### config.mk
export PLATFORM = sky130hd
export DESIGN_NAME = acs_scan_ctrl
export DESIGN_NICKNAME = d
export VERILOG_FILES = /design/src/acs_pkg.sv /design/src/acs_clk_div.sv /design/src/acs_next_chan.sv /design/src/acs_scan_ctrl.sv
export VERILOG_INCLUDE_DIRS = /design/src
export SDC_FILE = /design/constraint.sdc
export NUM_CORES = 1
export LEC_CHECK = 0
export BUFFER_PORTS_ARGS = -buffer_cell sky130_fd_sc_hd__buf_2
export CAP_MARGIN = 15
export CELL_PAD_IN_SITES_DETAIL_PLACEMENT = 0
export CELL_PAD_IN_SITES_GLOBAL_PLACEMENT = 2
export CORE_MARGIN = 3
export CORE_UTILIZATION = 35
export DETAILED_ROUTE_END_ITERATION = 8
export MAX_ROUTING_LAYER = met4
export PLACE_DENSITY = 0.75
export SLEW_MARGIN = 20
export SYNTH_ARGS = -nofsm -noshare
export SYNTH_HDL_FRONTEND = slang
export SYNTH_SLANG_ARGS = --single-unit
### constraint.sdc
create_clock -name sys_clk -period 4.5 [get_ports sys_clk]
set_input_delay 0.9 -clock sys_clk [delete_from_list [all_inputs] [get_ports sys_clk]]
set_output_delay 0.9 -clock sys_clk [all_outputs]
set_load 0.03 [all_outputs]
### src/acs_map.svh
// register offsets, field positions, reset values and timing counts for the scan/clock block
`ifndef ACS_MAP_SVH
`define ACS_MAP_SVH
`define ACS_ADDR_W 4
`define ACS_OFF_SCAN_SELECT 4'h0
`define ACS_OFF_CONV_CTRL 4'h1
`define ACS_OFF_SCAN_STATUS 4'h2
`define ACS_SCAN_SELECT_RST 16'h0000
`define ACS_CONV_CTRL_RST 16'h0000
`define ACS_BIT_BAND_GAP 15
`define ACS_BIT_HALF_BAND_GAP 14
`define ACS_BIT_CORE_REGULATOR 13
`define ACS_PIN_SELECT_MSB 12
`define ACS_CTRL_START_BIT 15
`define ACS_CTRL_CONT_BIT 14
`define ACS_CTRL_DIV_MSB 7
`define ACS_CTRL_DIV_W 8
`define ACS_CHAN_W 4
`define ACS_CHAN_N 16
`define ACS_TCY_OSC_PERIODS 2
`define ACS_SAMPLE_TADS 4'h3
`define ACS_CONVERT_TADS 4'hC
`endif

### src/acs_pkg.sv
// types shared by the scan/clock block
package acs_pkg;
  typedef enum logic [1:0] {ACS_IDLE, ACS_FIND, ACS_SAMPLE, ACS_CONVERT} acs_state_e;
  typedef logic [3:0] acs_chan_t;
endpackage : acs_pkg

### src/acs_clk_div.sv
// conversion clock divider: one tick every (divider+1) instruction cycles
`timescale 1ns/1ns
`include "acs_map.svh"
module acs_clk_div (
  input wire logic sys_clk,
  input wire logic arst_n,
  input wire logic run,
  input wire logic [`ACS_CTRL_DIV_W-1:0] conv_clock_divider,
  output logic tad_tick
);
  logic [`ACS_CTRL_DIV_W-1:0] cnt_r;

  // count restarts whenever idle so the first period is full length
  always_ff @(posedge sys_clk or negedge arst_n) begin
    if (!arst_n) begin
      cnt_r <= '0;
      tad_tick <= 1'b0;
    end else if (!run) begin
      cnt_r <= '0;
      tad_tick <= 1'b0;
    end else if (cnt_r == conv_clock_divider) begin
      cnt_r <= '0;
      tad_tick <= 1'b1;
    end else begin
      cnt_r <= cnt_r + 1'b1;
      tad_tick <= 1'b0;
    end
  end
endmodule : acs_clk_div

### src/acs_next_chan.sv
// picks the next enabled channel after the current one, wrapping around
`timescale 1ns/1ns
`include "acs_map.svh"
module acs_next_chan (
  input wire logic [`ACS_CHAN_N-1:0] scan_select,
  input wire acs_pkg::acs_chan_t current,
  output acs_pkg::acs_chan_t next_chan,
  output logic found,
  output logic wrapped
);
  always_comb begin
    logic [4:0] idx;
    idx = '0;
    next_chan = current;
    found = 1'b0;
    wrapped = 1'b0;
    // search from current+1 through current, so lone channel repeats
    for (int i = 1; i <= `ACS_CHAN_N; i++) begin
      idx = 5'(current) + 5'(i);
      if (!found && scan_select[idx[3:0]]) begin
        found = 1'b1;
        next_chan = idx[3:0];
        wrapped = idx[4];
      end
    end
  end
endmodule : acs_next_chan

### src/acs_scan_ctrl.sv
// input scan select register, conversion clock divider and automatic scan sequencer
`timescale 1ns/1ns
`include "acs_map.svh"
module acs_scan_ctrl (
  input wire logic sys_clk,
  input wire logic arst_n,
  input wire logic [`ACS_ADDR_W-1:0] reg_addr,
  input wire logic [15:0] reg_wdata,
  input wire logic reg_wr,
  input wire logic reg_rd,
  output logic [15:0] reg_rdata,
  input wire logic conv_done,
  output logic [3:0] mux_channel,
  output logic mux_sample,
  output logic conv_start,
  output logic scan_busy,
  output logic scan_pass_done
);
  logic [15:0] input_scan_select_r;
  logic [`ACS_CTRL_DIV_W-1:0] conv_clock_divider_r;
  logic cont_r;
  logic start_pulse;
  acs_pkg::acs_state_e state_r;
  acs_pkg::acs_chan_t chan_r;
  acs_pkg::acs_chan_t next_chan;
  logic found;
  logic wrapped;
  logic tad_tick;
  logic [3:0] tad_cnt_r;
  logic first_r;
  logic [15:0] scan_enables;

  // software view of the channel enables: band gap, half band gap, regulator, pins
  assign scan_enables = {input_scan_select_r[`ACS_BIT_BAND_GAP],
                         input_scan_select_r[`ACS_BIT_HALF_BAND_GAP],
                         input_scan_select_r[`ACS_BIT_CORE_REGULATOR],
                         input_scan_select_r[`ACS_PIN_SELECT_MSB:0]};

  assign start_pulse = reg_wr && reg_addr == `ACS_OFF_CONV_CTRL && reg_wdata[`ACS_CTRL_START_BIT];

  // registers: missing-pin bits are not forced clear, software owns them on small packages
  always_ff @(posedge sys_clk or negedge arst_n) begin
    if (!arst_n) begin
      input_scan_select_r <= `ACS_SCAN_SELECT_RST;
    end else if (reg_wr && reg_addr == `ACS_OFF_SCAN_SELECT) begin
      input_scan_select_r <= reg_wdata;
    end
  end

  always_ff @(posedge sys_clk or negedge arst_n) begin
    if (!arst_n) begin
      conv_clock_divider_r <= `ACS_CTRL_DIV_W'(`ACS_CONV_CTRL_RST);
      cont_r <= 1'b0;
    end else if (reg_wr && reg_addr == `ACS_OFF_CONV_CTRL) begin
      conv_clock_divider_r <= reg_wdata[`ACS_CTRL_DIV_MSB:0];
      cont_r <= reg_wdata[`ACS_CTRL_CONT_BIT];
    end
  end

  always_ff @(posedge sys_clk or negedge arst_n) begin
    if (!arst_n) begin
      reg_rdata <= 16'h0000;
    end else if (reg_rd) begin
      unique case (reg_addr)
        `ACS_OFF_SCAN_SELECT: reg_rdata <= input_scan_select_r;
        `ACS_OFF_CONV_CTRL: reg_rdata <= {1'b0, cont_r, 6'h00, conv_clock_divider_r};
        `ACS_OFF_SCAN_STATUS: reg_rdata <= {scan_busy, 11'h000, chan_r};
        default: reg_rdata <= 16'h0000;
      endcase
    end else begin
      reg_rdata <= 16'h0000;
    end
  end

  // sys_clk stands for the instruction cycle (two oscillator periods)
  acs_clk_div u_div (
    .sys_clk(sys_clk),
    .arst_n(arst_n),
    .run(state_r == acs_pkg::ACS_SAMPLE || state_r == acs_pkg::ACS_CONVERT),
    .conv_clock_divider(conv_clock_divider_r),
    .tad_tick(tad_tick)
  );

  acs_next_chan u_next (
    .scan_select(scan_enables),
    .current(first_r ? 4'hF : chan_r),
    .next_chan(next_chan),
    .found(found),
    .wrapped(wrapped)
  );

  // sequencer: sample then convert each enabled channel, counting conversion clocks
  always_ff @(posedge sys_clk or negedge arst_n) begin
    if (!arst_n) begin
      state_r <= acs_pkg::ACS_IDLE;
      chan_r <= 4'h0;
      first_r <= 1'b1;
      tad_cnt_r <= 4'h0;
      scan_pass_done <= 1'b0;
      conv_start <= 1'b0;
    end else begin
      scan_pass_done <= 1'b0;
      conv_start <= 1'b0;
      unique case (state_r)
        acs_pkg::ACS_IDLE: begin
          first_r <= 1'b1;
          if (start_pulse) begin
            state_r <= acs_pkg::ACS_FIND;
          end
        end
        acs_pkg::ACS_FIND: begin
          // a pass with nothing enabled ends at once
          if (!found) begin
            state_r <= acs_pkg::ACS_IDLE;
            scan_pass_done <= 1'b1;
          end else if (wrapped && !first_r) begin
            scan_pass_done <= 1'b1;
            state_r <= cont_r ? acs_pkg::ACS_SAMPLE : acs_pkg::ACS_IDLE;
            chan_r <= next_chan;
            tad_cnt_r <= 4'h0;
          end else begin
            state_r <= acs_pkg::ACS_SAMPLE;
            chan_r <= next_chan;
            first_r <= 1'b0;
            tad_cnt_r <= 4'h0;
          end
        end
        acs_pkg::ACS_SAMPLE: begin
          if (tad_tick) begin
            if (tad_cnt_r == `ACS_SAMPLE_TADS - 4'h1) begin
              tad_cnt_r <= 4'h0;
              state_r <= acs_pkg::ACS_CONVERT;
              conv_start <= 1'b1;
            end else begin
              tad_cnt_r <= tad_cnt_r + 4'h1;
            end
          end
        end
        acs_pkg::ACS_CONVERT: begin
          // conversion ends on the converter's flag or after the fixed clock count
          if (conv_done || (tad_tick && tad_cnt_r == `ACS_CONVERT_TADS - 4'h1)) begin
            tad_cnt_r <= 4'h0;
            state_r <= acs_pkg::ACS_FIND;
          end else if (tad_tick) begin
            tad_cnt_r <= tad_cnt_r + 4'h1;
          end
        end
      endcase
    end
  end

  always_ff @(posedge sys_clk or negedge arst_n) begin
    if (!arst_n) begin
      mux_channel <= 4'h0;
      mux_sample <= 1'b0;
      scan_busy <= 1'b0;
    end else begin
      mux_channel <= chan_r;
      mux_sample <= state_r == acs_pkg::ACS_SAMPLE;
      scan_busy <= state_r != acs_pkg::ACS_IDLE;
    end
  end
endmodule : acs_scan_ctrl

==> Yosys cells after proc, flatten, opt, wreduce, memory -nomap -nowiden <==
Cells that the tools add are included.
{ "totals": {"regBits": 69, "latch_bits": 0, "mem_bits_rw": 0, "mem_bits_ro": 0, "input_bits": 25, "out_inout_bits": 24, "elab_cells": 221, "mem_count": 0} }
{ "classes": {"add_sub_neg": 18, "n_mul": 0, "div_mod_pow": 0, "order_cmp": 16, "eq_ne": 15, "shifts": 0, "muxes": 110, "bitwise_logic": 0, "n_reduce_logical": 47} }
{ "ops": {"columns": ["operator", "n"], "rows": [
  ["4-bit 2-to-1 mux", 22],
  ["4-bit by 5-bit less-than comparator with 1-bit output (second input constant)", 16],
  ["1-bit binary-select mux with 4-bit select", 16],
  ["1-bit 2-to-1 mux", 58],
  ["16-bit one-hot mux with 3 select lines", 1],
  ["4-bit by 4-bit adder with 5-bit output (second input constant)", 8],
  ["4-bit by 3-bit adder with 5-bit output (second input constant)", 4],
  ["1-bit logical AND", 20],
  ["1-bit zero test", 16],
  ["16-bit 2-to-1 mux", 1],
  ["8-bit 2-to-1 mux", 2],
  ["2-bit 2-to-1 mux", 7],
  ["4-bit one-hot mux with 3 select lines", 1],
  ["4-bit by 2-bit adder with 5-bit output (second input constant)", 2],
  ["8-bit by 1-bit adder with 8-bit output (second input constant)", 1],
  ["4-bit by 2-bit equality test with 1-bit output (second input constant)", 2],
  ["8-bit equality test", 1],
  ["2-bit one-hot mux with 4 select lines", 1],
  ["4-bit AND reduction", 2],
  ["2-bit by 1-bit inequality test with 1-bit output (second input constant)", 3],
  ["2-bit inequality test (second input constant)", 3],
  ["4-bit by 1-bit adder with 5-bit output (second input constant)", 1],
  ["4-bit by 5-bit adder with 5-bit output (second input constant)", 1],
  ["4-bit by 1-bit adder with 4-bit output (second input constant)", 1],
  ["13 further kinds", 16]
]} }

==> Logic depth before layout (Yosys ltp) <==
Gate-level depths: netlist (run 1).
{ "depth": {"word_depth": 54, "depth_mapped": 20, "ltp_nobuf": 14} }

==> Cells and area by module <==
A second synthesis (run 1) with hierarchy kept.
{ "hier_totals": {"cells_unflattened": 546, "hier_area_um2": 5363.9} }
{ "by_module_without_submodules": {"columns": ["module", "n_inst", "cells_each", "area_per_inst_um2", "seq_area_each_um2"], "rows": [
  ["acs_scan_ctrl", 1, 188, 2523.7, 1502.7],
  ["acs_next_chan", 1, 311, 2314.7, 0.0],
  ["acs_clk_div", 1, 47, 525.5, 225.2]
]} }

==> Least setup slack after synthesis (run 1) <==
No wires, ideal clock.
{ "synth_path": {"path_type": "reg2reg", "from": "register first_r", "to": "register tad_cnt_r[1]", "setup_time_ns": 0.125, "t_arrival_ns": 4.108, "required_time_ns": 4.375, "path_slack_ns": 0.267, "stages_incl_launch_ff": 18, "path_buffers": 4, "period_less_slack_ns": 4.233, "path_cell_list": "dfstp_2 -> buf_6 -> buf_6 -> nor2_2 -> inv_1 -> buf_2 -> ha_1 -> clkbuf_1 -> o21ai_0 -> nand2_2 -> mux4_2 -> nor2_2 -> nor2_2 -> nor4b_4 -> nand4_4 -> nor3_2 -> a211oi_2 -> mux2_4"} }
{ "synth_between": {"elab_chain_cells": 52, "elab_cells_between_ends": 97, "classes_between": "16 x add/sub; 1 x eq/ne; 49 x mux; 31 x reduce/logical"} }
{ "synth_lines": {"columns": ["item", "line", "text"], "rows": [
  ["start: declaration", "acs_scan_ctrl.sv:30", "logic first_r;"],
  ["start signal: assignment", "acs_scan_ctrl.sv:97", "first_r <= 1'b1;"],
  ["start signal: assignment", "acs_scan_ctrl.sv:106", "first_r <= 1'b1;"],
  ["start signal: assignment", "acs_scan_ctrl.sv:124", "first_r <= 1'b0;"],
  ["4-bit 2-to-1 mux *", "acs_scan_ctrl.sv:86", ".current(first_r ? 4'hF : chan_r),"],
  ["4-bit by 1-bit adder with 5-bit output", "acs_next_chan.sv:19", "idx = 5'(current) + 5'(i);"],
  ["1-bit binary-select mux with 4-bit select", "acs_next_chan.sv:20", "if (!found && scan_select[idx[3:0]]) begin"],
  ["1-bit 2-to-1 mux (not written as such)", "acs_next_chan.sv:20", null],
  ["1-bit 2-to-1 mux", "acs_next_chan.sv:20", null],
  ["1-bit zero test", "acs_next_chan.sv:20", null],
  ["1-bit logical AND", "acs_next_chan.sv:20", null],
  ["1-bit 2-to-1 mux", "acs_next_chan.sv:20", null],
  ["[36 not listed]", null, null],
  ["1-bit zero test", "acs_next_chan.sv:20", null],
  ["1-bit logical AND", "acs_next_chan.sv:20", null],
  ["1-bit 2-to-1 mux", "acs_next_chan.sv:20", null],
  ["1-bit zero test", "acs_next_chan.sv:20", null],
  ["1-bit logical AND", "acs_next_chan.sv:20", null],
  ["1-bit 2-to-1 mux *", "acs_next_chan.sv:20", null],
  ["2-bit inequality test (no line) *", null, null],
  ["4-bit AND reduction (no line) *", null, null],
  ["end signal: assignment", "acs_scan_ctrl.sv:135", "tad_cnt_r <= tad_cnt_r + 4'h1;"],
  ["end signal: assignment", "acs_scan_ctrl.sv:145", "tad_cnt_r <= tad_cnt_r + 4'h1;"],
  ["end: declaration", "acs_scan_ctrl.sv:29", "logic [3:0] tad_cnt_r;"]
]} }
Mark *: on every way between the ends. The rest lies on a longest branch, timed or not. The select of a mux whose other input is x is not followed.
A chain may end at the register's enable or synchronous reset.

==> Worst setup path in the final report (run 1) <==
{ "layout_path": {"from": "register chan_r[2]", "to": "register scan_pass_done"} }
{ "layout_between": {"elab_chain_cells": 54, "elab_cells_between_ends": 115, "classes_between": "16 x add/sub; 68 x mux; 31 x reduce/logical"} }
{ "layout_lines": {"columns": ["item", "line", "text"], "rows": [
  ["start: declaration", "acs_scan_ctrl.sv:24", "acs_pkg::acs_chan_t chan_r;"],
  ["start signal: assignment", "acs_scan_ctrl.sv:119", "chan_r <= next_chan;"],
  ["start signal: assignment", "acs_scan_ctrl.sv:123", "chan_r <= next_chan;"],
  ["4-bit 2-to-1 mux *", "acs_scan_ctrl.sv:86", null],
  ["4-bit by 1-bit adder with 5-bit output", "acs_next_chan.sv:19", null],
  ["1-bit binary-select mux with 4-bit select", "acs_next_chan.sv:20", null],
  ["1-bit 2-to-1 mux (not written as such)", "acs_next_chan.sv:20", null],
  ["1-bit 2-to-1 mux", "acs_next_chan.sv:20", null],
  ["1-bit zero test", "acs_next_chan.sv:20", null],
  ["1-bit logical AND", "acs_next_chan.sv:20", null],
  ["1-bit 2-to-1 mux", "acs_next_chan.sv:20", null],
  ["[38 not listed]", null, null],
  ["1-bit 2-to-1 mux", "acs_next_chan.sv:20", null],
  ["1-bit zero test", "acs_next_chan.sv:20", null],
  ["1-bit logical AND", "acs_next_chan.sv:20", null],
  ["1-bit 2-to-1 mux", "acs_next_chan.sv:20", null],
  ["1-bit logical AND", "acs_scan_ctrl.sv:116", "end else if (wrapped && !first_r) begin"],
  ["1-bit 2-to-1 mux", "acs_scan_ctrl.sv:116", null],
  ["1-bit 2-to-1 mux *", "acs_scan_ctrl.sv:113", "if (!found) begin"],
  ["1-bit 2-to-1 mux *", "acs_scan_ctrl.sv:104", "unique case (state_r)"],
  ["end signal: assignment", "acs_scan_ctrl.sv:102", "scan_pass_done <= 1'b0;"],
  ["end signal: assignment", "acs_scan_ctrl.sv:115", "scan_pass_done <= 1'b1;"],
  ["end signal: assignment", "acs_scan_ctrl.sv:117", "scan_pass_done <= 1'b1;"],
  ["end: declaration", "acs_scan_ctrl.sv:17", "output logic scan_pass_done"]
]} }
Marks and branches as above.

==> metrics.txt, run 1 <==
Synth Area in Compound Gates 20.6%; initial core utilization a little over a third; post-CTS setup buffer count 0; Syn. warnings 0; crit-path cells o21a_1 -> mux2i_4 -> nor2_1 -> a22oi_1 -> nand3_2 -> nor4b_4 -> nand2_1 -> o31a_1 -> o2bb2ai_1 -> nor2_1 -> o21a_1; global-route wire length before repair between 30000 and 40000 um; final wirelength 24800 um; Pre-antenna DRT Iters 6; IO buf count 48; remaining antenna violation count 0; XOR/XNOR Fraction of Synth Area 2.49%; Worst Skew 0.00545 ns; antenna violations before repair 0; crit path kind flop to flop; width of the die 143 um; post-synthesis register bit count 69; hold buffer count at cts 0; Commonest cells post-synth 76 x nor2_1, 68 x dfrtp_1, 64 x mux2i_1, 56 x nand2_1, 45 x mux2_2; Post-CTS Resized 0; crit path DAT 4.48 ns; DP HPWL between 15000 and 20000 um; Layout area overhead 13.3%; sequential area share after synthesis approximately a quarter; Final Max Tran Viols 0; post-synthesis adder-cell area fraction under 10%; library cells used by synthesis 93; IO Count 49; Worst setup SP type flop; Gate Count Post-Synth 761; max incr delay on CP 0.79 ns; async set or reset register ratio after synthesis 100%; fin crit period about 4.2 ns; Worst path top cell family by delay compound AO/OA/AOI/OAI gates; nets@finish 845; Slew @ Worst Pin 0.924 ns; mux share of post-synthesis cell area between 20% and 30%; Synth Cell Area 6580 um^2; crit end category flop; 1st-iter DRT viols slightly below 700; sum of negative setup slack 0 ns; period utilization 94.3%; Synth top area share about a quarter; DR WL/cell 23.9 um; Hold/Removal Path Class flop to flop; Syn Area/Cell 8.65 um^2; largest family of logic cells by synthesized area multiplexers; simple logic cell fraction of the synthesized area approximately 21%; fin cells 1040; status completed; critical path required time 4.74 ns; FILL cells 1844; Die Ht between 100 and 150 um; routability cong. 0.930; worst-skew pair later-pin latency ~0.35 ns; clk slew on worst S/H paths roughly 0.060 ns; Die Area 20500 um^2; top-count cell post-synth nor2_1; Syn Nets 800; total clock sinks 69; core area 18200 um^2; share of layout cells above drive strength 1 a little under a quarter; FP Rows 49; EDFF count, synth 0; number of inserted diodes 0; # DRC 0; GRT overflow 0; clk root buf clkbuf_16; CTS max path bufs 2; Synth area leaders dfrtp_1 26%, mux2i_1 9.7%, mux2_2 7.7%, nor2_1 4.3%, a21oi_1 3.3%; slew margin rel. 38.2%; vias in the first global route about 6.2k; fmax 0.236 GHz; drt via density 6.09; largest net degree at the start of global routing 70; H-tree levels 3; CP max-delay cell dfrtp_1; Final Setup Violations 0; critical path buffer and inverter count 0; via count 6335; CTS tree done; Synth area leader dfrtp_1; GRT Total Usage 25.0%; unrepaired setup endpoints after global routing no; CTS buffer count 9; Final Hold Fails 0; Synth Flop Type dfrtp_1; dpl cells around 1.0k; CP max FO 15; max capacitance violation total 0
==> layer usage <==
layer,GRT usage (%),part of all wire (%),up-vias
met5,-,0,-
met3,5.12,7.6,65
met4,10.3,4.5,0
met2,37.1,44,311
met1,33.2,43,3026
li1,-,-,2933
==> tightest hold or removal path, cell delays in order, from the launching register on <==
cell and delay (ns):
dfrtp_1 0.40, nand2_1 0.08, nor2_1 0.04
==> registers in the layout, indices dropped and copies added (netlist names), 2 cells and up <==
name,count
input_scan_select_r,16
reg_rdata,16
conv_clock_divider_r,8
u_div.cnt_r,8
chan_r,4
mux_channel,4
tad_cnt_r,4
state_r,2
==> per-stage QoR <==
| step | util [%] | setup WS (ns) | hold slack (ns) | area, um^2 |
|---|---|---|---|---|
| after global placement | 39.3 | 0.380 | 0.526 | 7150 |
| after floorplan | - | 0.267 | 0.349 | 6580 |
| after detailed placement | 39.3 | 0.317 | 0.541 | 7150 |
| after global routing | 40.9 | 0.0398 | 0.574 | 7450 |
| after CTS | 40.9 | 0.300 | 0.552 | 7450 |
| final | 40.9 | 0.255 | 0.555 | 7450 |
==> cells in the final DEF, fill, tap and decap left out, types with 13 or more instances in the layout <==
cell | Yosys | layout
a21oi_1 | 43 | 43
dfrtp_1 | 68 | 68
buf_4 | 6 | 40
nor2_1 | 76 | 76
xor2_1 | 13 | 13
nor3_1 | 22 | 22
mux2_2 | 45 | 45
buf_2 | 18 | 47
o21ai_0 | 30 | 30
nand2_1 | 56 | 56
mux2i_1 | 64 | 64
inv_1 | 23 | 23
nor2b_1 | 14 | 14
nand3_1 | 22 | 22
ha_1 | 14 | 14
==> kinds of logic after synthesis <==
| family | count (synthesis) |
|---|---|
| simple gates | 262 |
| xor+xnor | 17 |
| flops | 69 |
| compound gates | 196 |
| fa+ha+maj | 14 |
| mux | 122 |
| buf+inv | 81 |
==> path summary, 6_finish.rpt <==
kind | from | to | slack, ns | depth (start not counted)
worst max-delay path | chan_r[2] | scan_pass_done | 0.26 | 11
worst min-delay path | u_div.tad_tick | conv_start | 0.55 | 2
worst max register to register | chan_r[2] | scan_pass_done | 0.26 | 11
worst min register to register | u_div.tad_tick | conv_start | 0.55 | 2
max in group asynchronous | arst_n | chan_r[3] | 3.20 | 1
min in group asynchronous | arst_n | mux_channel[3] | 0.67 | 1
==> final cells by class <==
type                       count  area, um^2  share of cell area, %
multi-input combinational    611        4470                   59.9
sequential                    69        1730                   23.2
timing repair buffer          89         576                   7.72
tap                          229         287                   3.84
clock buffer                  11         243                   3.26
inverter                      26        97.6                   1.31
clock inverter                 5        57.6                  0.772
Power of run 1 is not shown: default switching activity piles up to over one toggle a cycle in this logic, so the estimate is an artifact.
==> run 2: changes to the inputs <==
CORE_UTILIZATION = 38   (was 35)
PLACE_DENSITY = 0.77   (was 0.75)
RECOVER_POWER = 100   (was unset)
clock period = 4.4 ns   (was 4.5 ns; I/O delays follow)
==> metrics.txt, run 2 (same netlist as run 1, synthesis figures left out) <==
slew margin rel. -16.8%; Hold/Removal Path Class flop to flop; Pre-antenna DRT Iters 5; Die Ht 138 um; clk root buf clkbuf_16; DP HPWL 17800 um; antenna violations before repair 0; Worst Hold Depth 2; via count between 6k and 7k; # DRC 0; most common cell after layout, fill and taps aside nor2_1; cell count of the worst reg-to-reg path 13; status complete, but fails checks; GRT overflow 0; commonest cells after routing, fill and taps aside 78 x nor2_1, 67 x dfrtp_1, 64 x mux2i_1; global-route wire length before repair about 38000 um; FP Rows 47; share of layout cells above drive strength 1 21.4%; CP max FO 10; IO buf count 48; Post-CTS Resized 0; total clock sinks approximately 70; clk slew on worst S/H paths 0.06 ns; hold buffer count at cts 0; Final Setup Violations 0; biggest regs input_scan_select_r: 16 flops, reg_rdata: 16 flops; remaining antenna violation count 0; CTS tree done; nets@finish between 800 and 900; worst-skew pair later-pin latency 0.33 ns; Slew @ Worst Pin 1.75 ns; Layout area overhead 12.5%; core area 16800 um^2; largest net degree at the start of global routing 70; Worst setup SP type flop; crit end category flop; WL met2 10800 um; M1 WL 10900 um; max incr delay on CP a little under 0.6 ns; worst reg2reg startpoint chan_r[1]; post-CTS setup buffer count 0; number of inserted diodes 0; Crit path top cell by count nor2_1; drt via density 6.19; critical path required time 4.62 ns; crit-path cells nor2_2 -> inv_1 -> ha_1 -> or3_1 -> nand2_2 -> mux4_2 -> nor2_1 -> nor2_1 -> nor4b_4 -> nand4_4 -> nor3_2 -> a211oi_2 -> mux2_2; Worst Skew about 0.011 ns; crit path kind flop to flop; met3 wire length 1840 um; Worst path top cell family by delay simple AND/OR/NAND/NOR gates; fmax 0.247 GHz; sum of negative setup slack 0 ns; hold endpoint conv_start; IO Count 49; max capacitance violation total 1; initial core utilization between 30 and 40%; capturing point of the worst reg2reg path tad_cnt_r[1]; crit path DAT around 4.3 ns; top layer in use met4; period utilization 92.0%; DR WL/cell 23.1 um; 1st-iter DRT viols 705; GRT Total Usage 26.6%; width of the die 138 um; CP max-delay cell mux4_2; FF-to-FF setup slack between 0.3 and 0.4 ns; final wirelength 24000 um; Hold Startpoint u_div.tad_tick; Final Hold Fails 0; critical path buffer and inverter count 1; H-tree levels 3; failing checks capacitance limit, slew limit; CTS buffer count 9; fin crit period 4.05 ns; routability cong. a little under 1; vias in the first global route 6269; unrepaired setup endpoints after global routing no; Final Max Tran Viols 70; CTS max path bufs 2; Die Area 18900 um^2
run 2: cell types whose count changed in the layout (fill, tap and decap cells not counted), sizes merged:
| cell | before | now |
|---|---|---|
| clkinvlp | 0 | 1 |
| buf | 89 | 68 |
| clkbuf | 11 | 37 |
| bufinv | 1 | 0 |
| inv | 26 | 27 |
run 2: metal layers:
| metal | vias up | GRT usage, % |
|---|---|---|
| met1 | 3146 | 36.5 |
| met4 | 0 | 6.76 |
| li1 | 2938 | - |
| met2 | 286 | 40.3 |
| met5 | - | - |
| met3 | 44 | 5.44 |
run 2: final cells by class:
cell class                 instances  area [um^2]
clock buffer                      10          239
sequential                        69         1730
multi-input combinational        611         4460
fill                            1703         9350
tap                              220          275
timing repair buffer              95          558
inverter                          26         97.6
clock inverter                     6         43.8
run 2: worst max path at each step:
stage                     startpoint  cells after the start           end
after floorplan              first_r                     17  tad_cnt_r[1]
after global placement     chan_r[2]                     11  tad_cnt_r[1]
after detailed placement   chan_r[2]                     12  tad_cnt_r[2]
after CTS                  chan_r[2]                     12  tad_cnt_r[2]
after global routing       chan_r[1]                     14     chan_r[0]
final                      chan_r[1]                     13  tad_cnt_r[1]
run 2: worst reg2reg max path: stages, from the launching register on:
cell and delay [ns]:
dfrtp_1 0.39, nor2_2 0.13, inv_1 0.07, ha_1 0.22
or3_1 0.39, nand2_2 0.23, mux4_2 0.58, nor2_1 0.15
nor2_1 0.11, nor4b_4 0.54, nand4_4 0.30, nor3_2 0.35
a211oi_2 0.19, mux2_2 0.31
run 2: stage by stage:
step                std cells  util (%)  hold WS (ns)  cell area, um^2  worst slack [ns]
global route             1037      44.2         0.573             7410            0.0934
floorplan                 761         -         0.349             6580             0.167
finish                   1037      44.2         0.551             7410             0.353
detailed placement       1021      42.7         0.550             7160             0.236
CTS                      1037      44.4         0.557             7450             0.231
global placement         1021      42.7         0.536             7160             0.317
Power of run 2 is left out for the same reason.
==> run 3: changes to the inputs <==
ABC_CLOCK_PERIOD_IN_PS = 4400   (was unset)
PLACE_DENSITY = unset   (was 0.77)
PLACE_DENSITY_LB_ADDON = 0.1   (was unset)
SKIP_CTS_REPAIR_TIMING = 1   (was unset)
==> metrics.txt, run 3 (same netlist as run 1, synthesis figures left out) <==
GRT overflow 0; multi-input gate area in the final layout 4470 um^2; Post-Place Worst Slack 0.129 ns; Final WS setup about 0.24 ns; unrepaired setup endpoints after global routing no; GRT Total Usage 26.9%; FILL cells 1690; fmax roughly 0.24 GHz; Hold/Removal Path Class flop to flop; sum of negative setup slack 0 ns; width of the die approximately 140 um; final wirelength 24300 um; Final Setup Violations 0; Pre-antenna DRT Iters 5; 1st-iter DRT viols 732; DR WL/cell 23.5 um; cell count of the worst reg-to-reg path 11; routability cong. 0.973; Final Max Tran Viols 70; DP HPWL 17800 um; H-tree levels 3; worst-skew pair later-pin latency 0.34 ns; fin crit period 4.16 ns; commonest cells after routing, fill and taps aside 76 x nor2_1, 67 x dfrtp_1, 62 x mux2i_1; CTS buffer count 9; status complete, but fails checks; Die Ht 138 um; core area 16800 um^2; share of layout cells above drive strength 1 21.0%; crit path kind flop to flop; slew margin rel. -17.6%; Worst setup SP type flop; number of inserted diodes 0; largest net degree at the start of global routing 70; Slew @ Worst Pin roughly 1.8 ns; total clock sinks 69; initial core utilization 39.3%; global-route wire length before repair 37600 um; critical path required time 4.62 ns; via count 6490; clk slew on worst S/H paths 0.06 ns; Worst Skew a little under 0.008 ns; Layout area overhead 12.6%; Final Hold Fails 0; crit path DAT 4.38 ns; FP Rows 47; biggest regs input_scan_select_r: 16 flops, reg_rdata: 16 flops; crit end category flop; vias in the first global route 6326; clk root buf clkbuf_16; max capacitance violation total 1; failing checks capacitance limit, slew limit; CTS tree done; period utilization 94.5%; IO buf count 48; antenna violations before repair 0; Die Area roughly 19000 um^2; # DRC 0; CP max FO 33; Worst Hold Depth 2; most common cell after layout, fill and taps aside nor2_1; Reg area ~1700 um^2; remaining antenna violation count 0; drt via density 6.28; nets@finish around 850; IO Count a little under 50; CTS max path bufs 2
## run 3: changes by cell type in the layout (fill, tap and decap cells not counted), moves of 2 or more
| cell | change |
|---|---|
| buf_4 | -5 |
| mux2_2 | -2 |
| mux2i_1 | -2 |
| nor2_2 | +2 |
| nor2_1 | -2 |
| mux2_1 | +2 |
| mux2i_2 | +2 |
## run 3: path summary, 6_finish.rpt
| check | start | to | slack (ns) |
|---|---|---|---|
| worst max-delay path | chan_r[0] | tad_cnt_r[1] | 0.24 |
| worst min-delay path | u_div.tad_tick | conv_start | 0.55 |
| worst max register to register | chan_r[0] | tad_cnt_r[1] | 0.24 |
| worst min register to register | u_div.tad_tick | conv_start | 0.55 |
| max in group asynchronous | arst_n | chan_r[2] | 2.22 |
| min in group asynchronous | arst_n | reg_rdata[9] | 0.98 |
## run 3: area by class of cell
| class | count | area share (%) |
|---|---|---|
| multi-input cells | 611 | 60.3 |
| flip-flops and latches | 69 | 23.3 |
| repair buffers | 91 | 7.29 |
| well taps | 220 | 3.71 |
| clock buffers | 10 | 3.09 |
| inverters | 26 | 1.32 |
| clock inverters | 6 | 0.962 |
## run 3: through the flow
step	cells	instance area [um^2]	utilization (%)	hold slack [ns]
floorplan	761	6580	-	0.349
global placement	1017	7150	42.6	0.524
detailed placement	1017	7150	42.6	0.531
CTS	1033	7450	44.4	0.547
global route	1033	7410	44.2	0.574
finish	1033	7410	44.2	0.550
## run 3: metal layers
layer | track usage [%] | wire length, um | share of wire [%]
met3 | 4.38 | 1700 | 7.0
met1 | 35.3 | 10500 | 43
met2 | 42.2 | 11300 | 47
met4 | 9.20 | 764 | 3.1
met5 | - | 0 | 0
## run 3: critical path: stages, from the launching register on
cell      delay [ns]
dfrtp_1         0.57
buf_4           0.44
xnor2_1         0.12
or2_2           0.49
mux2i_1         0.19
a22oi_1         0.49
nand3_2         0.21
nor4b_4         0.38
nand4_4         0.26
nor3_2          0.34
a211oi_2        0.18
mux2_1          0.34
Power of run 3 is left out for the same reason.
